### src/hdl/desc_check_pkg.sv
/*
 Package for the descriptor permission checker and halt logic.
 Holds register offsets, field positions, operation codes and state types.
 Assumes a single 50 MHz clock domain and an APB register bus.
*/
package desc_check_pkg;

   // APB register byte offsets
   localparam logic [11:0] OFS_GENERAL_CONTROL = 12'h000;
   localparam logic [11:0] OFS_GENERAL_STATE   = 12'h004;
   localparam logic [11:0] OFS_INTERRUPT_CAUSE = 12'h008;
   localparam logic [11:0] OFS_CAPABILITY      = 12'h00c;
   localparam logic [11:0] OFS_RESET_COMMAND   = 12'h010;
   localparam logic [11:0] OFS_CHECK_COUNT     = 12'h014;

   // General control fields
   localparam int CTRL_HALT_INT_EN_BIT = 0;

   // General state fields
   localparam int STATE_LSB      = 0;
   localparam int RESET_TYPE_LSB = 8;

   // Interrupt cause fields
   localparam int CAUSE_HALT_BIT = 0;

   // Capability fields: supported entry types, offset mode
   localparam int CAP_TYPE0_BIT   = 0;
   localparam int CAP_TYPE1_BIT   = 1;
   localparam int CAP_OFFSET_BIT  = 2;
   localparam logic [31:0] CAP_RESET = 32'h0000_0007;

   // Reset command value that leaves halt (device reset class)
   localparam logic [31:0] RESET_DEVICE_CMD = 32'h0000_0001;

   // Operation codes of the checked descriptors
   typedef enum logic [4:0] {
      OP_DRAIN, OP_COMPARE, OP_COMPARE_PATTERN, OP_CREATE_DELTA,
      OP_CRC_GEN, OP_COPY_CRC, OP_DIF_CHECK, OP_ID_COPY, OP_ID_FILL,
      OP_ID_COMPARE, OP_ID_COMPARE_PATTERN, OP_UPDATE_WINDOW, OP_OTHER
   } op_t;

   typedef enum logic [1:0] {
      DEV_DISABLED = 2'h0,
      DEV_ENABLED  = 2'h1,
      DEV_HALTED   = 2'h2
   } dev_state_t;

   typedef enum logic [1:0] {
      RST_DEVICE_CMD = 2'h0,
      RST_FLR        = 2'h1,
      RST_WARM       = 2'h2,
      RST_COLD       = 2'h3
   } reset_type_t;

   // Completion status codes
   localparam logic [7:0] STS_SUCCESS   = 8'h01;
   localparam logic [7:0] STS_BAD_FLAGS = 8'h11;
   localparam logic [7:0] STS_RESERVED  = 8'h12;
   localparam logic [7:0] STS_PERM      = 8'h20;

   // Entry type values
   localparam logic [1:0] ENTRY_TYPE_SINGLE = 2'h0;
   localparam logic [1:0] ENTRY_TYPE_BITMAP = 2'h1;
   localparam int         PASID_W           = 20;

endpackage

### src/hdl/desc_check.sv
/*
 Descriptor flag/permission checker with device halt state and APB registers.
 Assumes descriptor and entry fields arrive already fetched, held for one
 valid cycle; the submitter bitmap bit is looked up outside and supplied.
*/
// The implementer's own choices: the APB register port and the register addresses.
// How it works
// - Referenced entry reserved fields must all be zero.
// - Entry type must be reported supported by capability register.
// - Enabled window needs nonzero size and no wrap past 2^64.
// - Every referenced entry must be marked usable; only inter-domain operations check it, not update window.
// - Source entries need read permission, destination entries write permission.
// - Type 0 entry: descriptor identifier equals stored submitter identifier.
// - Type 1 entry: bitmap bit at descriptor identifier must be set.
// - Absolute window: start and end both lie inside base..base+size.
// - Offset window: address below size, address plus length within size.
// - Update window needs allow-update bit and matching access identifier.
// - Status shows device state and the least reset type to recover.
// - Entering halt sets halt cause and, if enabled, pulses vector 0.
// - Halt on unsupported config change or register/buffer parity error.
// - Halted device stops upstream traffic but still answers register reads.
// - Halted device answers every new submission with retry.
// - Halted device keeps invalidation completions unless fabric error or reset.
// - Config writable when disabled stays writable when halted.
`timescale 1ns/1ps
module desc_check
   import desc_check_pkg::*;
(
   // Clock and reset
   input  wire logic                 core_clk_in,
   input  wire logic                 rst_n_in,
   // APB slave
   input  wire logic                 psel_in,
   input  wire logic                 penable_in,
   input  wire logic                 pwrite_in,
   input  wire logic [11:0]          paddr_in,
   input  wire logic [31:0]          pwdata_in,
   output logic      [31:0]          prdata_out,
   output logic                      pready_out,
   output logic                      pslverr_out,
   // Descriptor submission
   input  wire logic                 desc_valid_in,
   input  wire op_t                  desc_op_in,
   input  wire logic [PASID_W-1:0]   desc_pasid_in,
   input  wire logic                 flag_cr_valid_in,
   input  wire logic                 flag_req_cr_in,
   input  wire logic                 flag_req_int_in,
   input  wire logic                 alt_src_in,
   input  wire logic                 alt_dst_in,
   input  wire logic [63:0]          addr_in,
   input  wire logic [63:0]          xfer_size_in,
   input  wire logic                 addr_is_dst_in,
   // Referenced permission table entry
   input  wire logic                 entry_rsvd_nz_in,
   input  wire logic [1:0]           entry_type_in,
   input  wire logic                 entry_usable_in,
   input  wire logic                 entry_read_in,
   input  wire logic                 entry_write_in,
   input  wire logic                 entry_allow_update_in,
   input  wire logic [PASID_W-1:0]   entry_submitter_in,
   input  wire logic [PASID_W-1:0]   entry_access_in,
   input  wire logic                 entry_bitmap_bit_in,
   input  wire logic                 entry_win_en_in,
   input  wire logic                 entry_win_mode_in,
   input  wire logic [63:0]          entry_win_base_in,
   input  wire logic [63:0]          entry_win_size_in,
   // Error and reset events (pins, synchronised)
   input  wire logic                 bme_cleared_in,
   input  wire logic                 reg_parity_err_in,
   input  wire logic                 buf_parity_err_in,
   input  wire logic                 fabric_err_in,
   input  wire logic                 pcie_reset_in,
   input  wire logic                 inval_req_in,
   // Results
   output logic                      done_out,
   output logic [7:0]                done_status_out,
   output logic                      mem_go_out,
   output logic                      retry_out,
   output logic                      upstream_en_out,
   output logic                      inval_cpl_out,
   output logic                      msix_vec0_out
);

   ////////////////////////////////////////////////////////////////////////////
   // Pin synchronisers for the asynchronous error inputs
   logic [5:0] sync1;
   logic [5:0] sync2;
   always_ff @(posedge core_clk_in or negedge rst_n_in) begin
      if (!rst_n_in) begin
         sync1 <= 6'h00;
         sync2 <= 6'h00;
      end else begin
         sync1 <= {inval_req_in, pcie_reset_in, fabric_err_in, buf_parity_err_in,
                   reg_parity_err_in, bme_cleared_in};
         sync2 <= sync1;
      end
   end

   ////////////////////////////////////////////////////////////////////////////
   // Descriptor checks
   logic        flags_ok;
   logic        entry_used;
   logic        rsvd_ok;
   logic        perm_ok;
   logic [64:0] win_end;
   logic [64:0] rng_end;
   logic [64:0] addr_ext;
   logic        win_ok;
   logic        inter_dom;
   logic        cap_type_ok;
   logic [31:0] capability;

   always_comb begin
      flags_ok = 1'b1;
      case (desc_op_in)
         OP_DRAIN:              flags_ok = flag_req_cr_in | flag_req_int_in;
         OP_COMPARE, OP_COMPARE_PATTERN, OP_CREATE_DELTA, OP_CRC_GEN, OP_COPY_CRC, OP_DIF_CHECK:
            flags_ok = flag_cr_valid_in & flag_req_cr_in;
         OP_ID_COPY:            flags_ok = alt_src_in | alt_dst_in;
         OP_ID_FILL:            flags_ok = alt_dst_in;
         OP_ID_COMPARE:         flags_ok = alt_src_in | alt_dst_in;
         OP_ID_COMPARE_PATTERN: flags_ok = alt_src_in;
         default:               flags_ok = 1'b1;
      endcase
   end

   // Entry checks; wide sums keep the 2^64 carry visible
   always_comb begin
      inter_dom   = (desc_op_in inside {OP_ID_COPY, OP_ID_FILL, OP_ID_COMPARE, OP_ID_COMPARE_PATTERN});
      entry_used  = inter_dom | (desc_op_in == OP_UPDATE_WINDOW);
      addr_ext    = {1'b0, addr_in};
      win_end     = {1'b0, entry_win_base_in} + {1'b0, entry_win_size_in};
      rng_end     = addr_ext + {1'b0, xfer_size_in};
      cap_type_ok = (entry_type_in == ENTRY_TYPE_SINGLE) ? capability[CAP_TYPE0_BIT] :
                    (entry_type_in == ENTRY_TYPE_BITMAP) ? capability[CAP_TYPE1_BIT] : 1'b0;
      rsvd_ok     = !entry_rsvd_nz_in
                    && cap_type_ok
                    && !(entry_win_en_in && entry_win_mode_in && !capability[CAP_OFFSET_BIT]);
      if (entry_win_en_in) begin
         rsvd_ok = rsvd_ok && (entry_win_size_in != 64'h0)
                   && (win_end <= {1'b1, 64'h0});
      end
      perm_ok = 1'b1;
      win_ok  = 1'b1;
      if (inter_dom) begin
         perm_ok = entry_usable_in
                   && (addr_is_dst_in ? entry_write_in : entry_read_in);
         if (entry_type_in == ENTRY_TYPE_SINGLE) begin
            perm_ok = perm_ok && (desc_pasid_in == entry_submitter_in);
         end else begin
            perm_ok = perm_ok && entry_bitmap_bit_in;
         end
         if (entry_win_en_in && !entry_win_mode_in) begin
            win_ok = (addr_ext >= {1'b0, entry_win_base_in}) && (addr_ext < win_end)
                     && (rng_end > {1'b0, entry_win_base_in}) && (rng_end <= win_end);
         end else if (entry_win_en_in) begin
            win_ok = (addr_ext < {1'b0, entry_win_size_in})
                     && (rng_end <= {1'b0, entry_win_size_in});
         end
      end
      if (desc_op_in == OP_UPDATE_WINDOW) begin
         perm_ok = entry_allow_update_in && (desc_pasid_in == entry_access_in);
      end
   end

   ////////////////////////////////////////////////////////////////////////////
   // Device state machine and registers
   dev_state_t  dev_state;
   dev_state_t  next_dev_state;
   reset_type_t reset_type;
   reset_type_t next_reset_type;
   logic        halt_int_en;
   logic        next_halt_int_en;
   logic        halt_cause;
   logic        next_halt_cause;
   logic [31:0] next_capability;
   logic [15:0] check_count;
   logic [15:0] next_check_count;
   logic        halt_evt;
   logic        enter_halt;
   logic        wr_acc;
   logic        rd_acc;

   always_comb begin
      wr_acc   = psel_in & penable_in & pwrite_in;
      // Reads are latched in setup so the data already stands in the access phase
      rd_acc   = psel_in & !penable_in & !pwrite_in;
      halt_evt = sync2[0] | sync2[1] | sync2[2] | sync2[3];
      enter_halt       = halt_evt && (dev_state != DEV_HALTED);
      next_dev_state   = dev_state;
      next_reset_type  = reset_type;
      next_halt_int_en = halt_int_en;
      next_halt_cause  = halt_cause;
      next_capability  = capability;
      next_check_count = check_count;
      // Control writable in disabled and also in halted state
      if (wr_acc && paddr_in == OFS_GENERAL_CONTROL) begin
         next_halt_int_en = pwdata_in[CTRL_HALT_INT_EN_BIT];
         if (dev_state == DEV_DISABLED) begin
            next_dev_state = DEV_ENABLED;
         end
      end
      if (wr_acc && paddr_in == OFS_CAPABILITY && dev_state != DEV_ENABLED) begin
         next_capability = pwdata_in;
      end
      // Write-one-to-clear; a new halt entry wins over the clear
      if (wr_acc && paddr_in == OFS_INTERRUPT_CAUSE && pwdata_in[CAUSE_HALT_BIT]) begin
         next_halt_cause = 1'b0;
      end
      // Device reset command only recovers when that class suffices
      if (wr_acc && paddr_in == OFS_RESET_COMMAND && pwdata_in == RESET_DEVICE_CMD
          && reset_type == RST_DEVICE_CMD) begin
         next_dev_state = DEV_DISABLED;
      end
      if (desc_valid_in && dev_state == DEV_ENABLED) begin
         next_check_count = check_count + 16'h0001;
      end
      if (enter_halt) begin
         next_dev_state  = DEV_HALTED;
         next_halt_cause = 1'b1;
         // Parity faults need a function reset; fabric faults a warm reset
         next_reset_type = sync2[3] ? RST_WARM :
                           (sync2[1] | sync2[2]) ? RST_FLR : RST_DEVICE_CMD;
      end
   end

   always_ff @(posedge core_clk_in or negedge rst_n_in) begin
      if (!rst_n_in) begin
         dev_state   <= DEV_DISABLED;
         reset_type  <= RST_DEVICE_CMD;
         halt_int_en <= 1'b0;
         halt_cause  <= 1'b0;
         capability  <= CAP_RESET;
         check_count <= 16'h0000;
      end else begin
         dev_state   <= next_dev_state;
         reset_type  <= next_reset_type;
         halt_int_en <= next_halt_int_en;
         halt_cause  <= next_halt_cause;
         capability  <= next_capability;
         check_count <= next_check_count;
      end
   end

   ////////////////////////////////////////////////////////////////////////////
   // Registered results
   logic        next_done;
   logic [7:0]  next_status;
   logic        next_mem_go;
   logic        next_retry;
   logic        next_inval;
   logic        next_msix;
   logic [31:0] next_prdata;

   always_comb begin
      next_done   = 1'b0;
      next_status = done_status_out;
      next_mem_go = 1'b0;
      next_retry  = desc_valid_in && (dev_state != DEV_ENABLED);
      if (desc_valid_in && dev_state == DEV_ENABLED) begin
         next_done = 1'b1;
         if (!flags_ok) begin
            next_status = STS_BAD_FLAGS;
         end else if (entry_used && !rsvd_ok) begin
            next_status = STS_RESERVED;
         end else if (entry_used && !(perm_ok && win_ok)) begin
            next_status = STS_PERM;
         end else begin
            next_status = STS_SUCCESS;
            next_mem_go = 1'b1;
         end
      end
      next_inval = sync2[5] && !(dev_state == DEV_HALTED && (sync2[3] || sync2[4]));
      next_msix  = enter_halt && halt_int_en;
      // Register reads keep answering while halted
      case (paddr_in)
         OFS_GENERAL_CONTROL: next_prdata = {31'h0, halt_int_en};
         OFS_GENERAL_STATE:   next_prdata = {22'h0, reset_type, 6'h0, dev_state};
         OFS_INTERRUPT_CAUSE: next_prdata = {31'h0, halt_cause};
         OFS_CAPABILITY:      next_prdata = capability;
         OFS_CHECK_COUNT:     next_prdata = {16'h0, check_count};
         default:             next_prdata = 32'h0;
      endcase
      if (!rd_acc) begin
         next_prdata = prdata_out;
      end
   end

   always_ff @(posedge core_clk_in or negedge rst_n_in) begin
      if (!rst_n_in) begin
         done_out        <= 1'b0;
         done_status_out <= 8'h00;
         mem_go_out      <= 1'b0;
         retry_out       <= 1'b0;
         inval_cpl_out   <= 1'b0;
         msix_vec0_out   <= 1'b0;
         prdata_out      <= 32'h0;
      end else begin
         done_out        <= next_done;
         done_status_out <= next_status;
         mem_go_out      <= next_mem_go;
         retry_out       <= next_retry;
         inval_cpl_out   <= next_inval;
         msix_vec0_out   <= next_msix;
         prdata_out      <= next_prdata;
      end
   end

   // Zero-wait APB; unmapped offsets flag an error
   always_comb begin
      pready_out  = 1'b1;
      pslverr_out = psel_in & penable_in &
                    !(paddr_in inside {OFS_GENERAL_CONTROL, OFS_GENERAL_STATE, OFS_INTERRUPT_CAUSE,
                                       OFS_CAPABILITY, OFS_RESET_COMMAND, OFS_CHECK_COUNT});
      upstream_en_out = (dev_state == DEV_ENABLED);
   end

endmodule

### config.mk
export PLATFORM = sky130hd
export DESIGN_NAME = desc_check
export DESIGN_NICKNAME = d
export VERILOG_FILES = /design/src/hdl/desc_check_pkg.sv /design/src/hdl/desc_check.sv
export SDC_FILE = /design/constraint.sdc
export NUM_CORES = 1
export LEC_CHECK = 0
export BUFFER_PORTS_ARGS = -buffer_cell sky130_fd_sc_hd__buf_4
export CAP_MARGIN = 5
export CORE_ASPECT_RATIO = 1.2
export CORE_MARGIN = 3
export CORE_UTILIZATION = 45
export DETAILED_ROUTE_END_ITERATION = 16
export PLACE_DENSITY = 0.67
export SYNTH_ARGS = -nofsm -noshare
export SYNTH_HDL_FRONTEND = slang
export SYNTH_SLANG_ARGS = --single-unit
### constraint.sdc
create_clock -name core_clk_in -period 3.9 [get_ports core_clk_in]
set_input_delay 0.195 -clock core_clk_in [delete_from_list [all_inputs] [get_ports core_clk_in]]
set_output_delay 0.195 -clock core_clk_in [all_outputs]
set_load 0.02 [all_outputs]
==> flow_summary.yaml <==
outcome:
  status: "finished with violations"
  violations: "setup timing"
yosys:
  yosysWarnings: 0
  synth-seq-cells: 107
  synth_top_cell_area_share_pct: 29.2
  syn_inst: 2784
  synth_top_cell_by_area: "ha_1"
  synth-main-ff-cell: "dfrtp_1"
  yosys.area_share.xor_xnor_pct: 6.45
  synth_area_mm2: 0.0219
  synthMuxAreaShare_pct: 2.50
  avgSynthCellArea_um2: 7.85
  synth_top_family_by_area: "adder cells"
  synthAdderAreaFrac_pct: 29.4
  synthArstFlopShare_pct: 100
  synth-compound-area-share_pct: 25.5
  synthSimpleGateAreaFrac_pct: 19.6
  synth.area.top_cells: "ha_1, dfrtp_1, a21oi_1"
  ys_types: 92
  synth_edf_count: 0
  ys_seq_area_share_pct: 12.3
sta:
  setup_violations: 5
  finalHoldViolations: 0
  maxSlewViolCount: 0
  fin_crit_sh_pct: 151
  fin_worst_skew_ns: 0.0105
  finalHoldWorstSlack_ns: 0.0850
  slew_headroom_pct: 14.4
  worst_pin_slew_ns: 1.27
  fin_crit_ns: 5.88
  finalSetupTns_ns: -6.21
  fmax_mhz: 170
  finalWorstSetupSlack_ns: -1.98
  rsz0062_at_grt: "true"
clock_tree:
  htreeDepth: 3
  cts.clk_slew.worst_paths_ns: 0.08
  cts-buffers-inserted: 9
  cts.sinks: 107
  tritoncts: "done"
  cts_buffer_depth: 2
  clock_latency_ns: 0.35
  cts_root_buf: "clkbuf_16"
detailed_routing:
  routedWlPerCell_um: 22.9
  routed_wl_mm: 108
  detail-route-antenna-nets: 0
  firstDrtPassIters: 5
  route.detailed.drc: 0
  vias_per_cell: 5.94
  drtIter0Drc: 1994
  vias: 28000
die:
  ios: 441
  rows: 87
  die_x_um: 207
  coreArea_mm2: 0.0475
  start_util_pct: 46.1
  die_height_um: 247
  die_area_mm2: 0.0513
layout:
  layout_commonest_cell: "buf_4"
  register_area_mm2: 0.00268
  multi_input_area_mm2: 0.0188
  final.fill_count: 3807
  area_growth_pct: 53.1
  layout_common_cells: "buf_4, ha_1, a21oi_1"
  fin_util_pct: 70.5
  num-nets-final: 4992
  drive_above_1_share_pct: 36.8
setup_path:
  crit_required_ns: 4.16
  path_class: "primary input to flop"
  worstPathArrival_ns: 6.14
  cp_slowest_cell: "or3b_2"
  slowest_delay_ns: 0.48
  endpoint_kind: "flop"
  crit_path_start_kind: "primary input"
  r2r_slack_ns: -0.21
  path_max_fanout: 3
placement:
  gp_congestion: 1.08
  post-place-ws_ns: -2.95
  dp_hpwl_mm: 94.3
  port-buffer-count: 435
power:
  p_leak_nw: 17.6
  share_comb_of_total_power_pct: 76.1
  max-vdd-ir-drop_v: 0.000283
  switching_power_mw: 3.68
  power_frac_seq_pct: 13.4
  power_density_mw_per_mm2: 250
  total_power_mw: 8.38
  power_frac_clock_pct: 10.5
  switching_share_pct: 43.9
  intPower_mw: 4.70
grt:
  grt_use_total_pct: 39.6
  grt_remaining_overflow: 0
  grt_pass1_wl_mm: 160
  grt_max_degree: 71
  grt_pass1_vias: 28800
  antenna_found_initial: 5
job:
  drv_cap: 0
min_path:
  min_path_type: "primary input to flop"
layer usage:
metal	wire, um	share of wire, %	vias up	global-route usage [%]
met1	39100	36	13300	42.0
li1	-	-	13100	-
met2	53400	49	1278	73.4
met5	17	0.016	-	0
met3	5970	5.5	407	4.02
met4	9550	8.8	4	28.6
Yosys cell counts (all sizes together) (6+ instances only):
cell,number
a31oi,18
a211oi,33
mux2i,13
mux2,37
nor2b,32
o2111ai,17
or4,9
nor2,147
and4,9
nor4,50
o21ai,187
o221ai,6
a21boi,6
and3,23
or3,23
o211ai,18
a2111oi,14
o21bai,19
a21oi,268
and2,14
buf,15
nand3,94
xnor2,89
or2,13
ha,510
o21a,24
nand2b,23
nor3,48
clkbuf,44
a221oi,7
o31ai,14
xor2,72
nand4,102
inv,184
a21o,146
a22oi,15
dfrtp,104
nand2,234
o311ai,6
area by class of cell:
cell class	count	area share, %
Tap cell	623	2.33
Timing Repair Buffer	1348	30.5
Sequential cell	107	8.01
Clock inverter	6	0.172
Inverter	184	2.06
Clock buffer	10	0.684
Antenna cell	3	0.0224
Multi-Input combinational cell	2437	56.2
critical path, delay by kind of cell:
kind	cells	cell delay, ns
compound gates	17	3.38
buf+inv	7	1.06
simple gates	3	0.91
fa+ha+maj	2	0.48
xor+xnor	1	0.10
flip-flops by register name (all words and copies together), names as in the netlist:
signal and flops:
retry_out 1, capability 32, sync1 6, halt_cause 1, halt_int_en 1, check_count 16
reset_type 2, done_status_out 4, dev_state 2, sync2 6, msix_vec0_out 1, done_out 1
inval_cpl_out 1, prdata_out 32, mem_go_out 1
metrics by stage:
step                instance area (um2)  instances
global route                      33500       4718
detailed placement                32500       4670
finish                            33500       4718
floorplan                         22000       2787
CTS                               33200       4709
global placement                  32500       4670
worst paths after layout:
path                                            from                        endpoint  cells past startpoint
setup / recovery                          addr_in[8]  done_status_out[0]$_DFFE_PN0P_                     30
hold reg to reg                   sync1[4]$_DFF_PN0_              sync2[4]$_DFF_PN0_                      0
min in group asynchronous                   rst_n_in      prdata_out[29]$_DFFE_PN0P_                      2
max in group asynchronous                   rst_n_in      prdata_out[19]$_DFFE_PN0P_                      3
hold / removal                         pwdata_in[17]      capability[17]$_DFFE_PN0P_                      2
setup reg to reg           capability[1]$_DFFE_PN1P_  done_status_out[0]$_DFFE_PN0P_                     13
power by group through the flow:
stage	Combinational (mW)	Sequential (mW)	Clock (mW)
6_report	6.38	1.12	0.881
5_1_grt	6.88	1.12	0.925
4_1_cts	6.17	1.12	0.875
3_5_place_dp	6.04	1.14	0
3_3_place_gp	5.86	1.14	0
2_1_floorplan	2.86	1.14	0
repair_timing:
| item | in CTS | in global routing |
|---|---|---|
| pin swaps | 42 | 20 |
| endpoints found under the hold margin | 72 | 0 |
| gates resized for setup | 45 | 38 |
| setup endpoints to repair | 5 | 5 |
| buffers inserted | 17 | 6 |
| gates cloned | 0 | 0 |
| hold buffers | 7 | 0 |
logic make-up (layout without fill, tap and decap cells):
kind of cell / after synthesis / in the layout
DFF: 107 / 107
other: 2 / 8
muxes: 50 / 50
AOI/OAI and AO/OA: 863 / 863
and+or+nand+nor: 846 / 846
xor gates and xnor gates: 161 / 161
adders and majority gates: 512 / 512
buffers and inverters: 243 / 1548
Note: power is estimated with default switching activity, not from simulation.
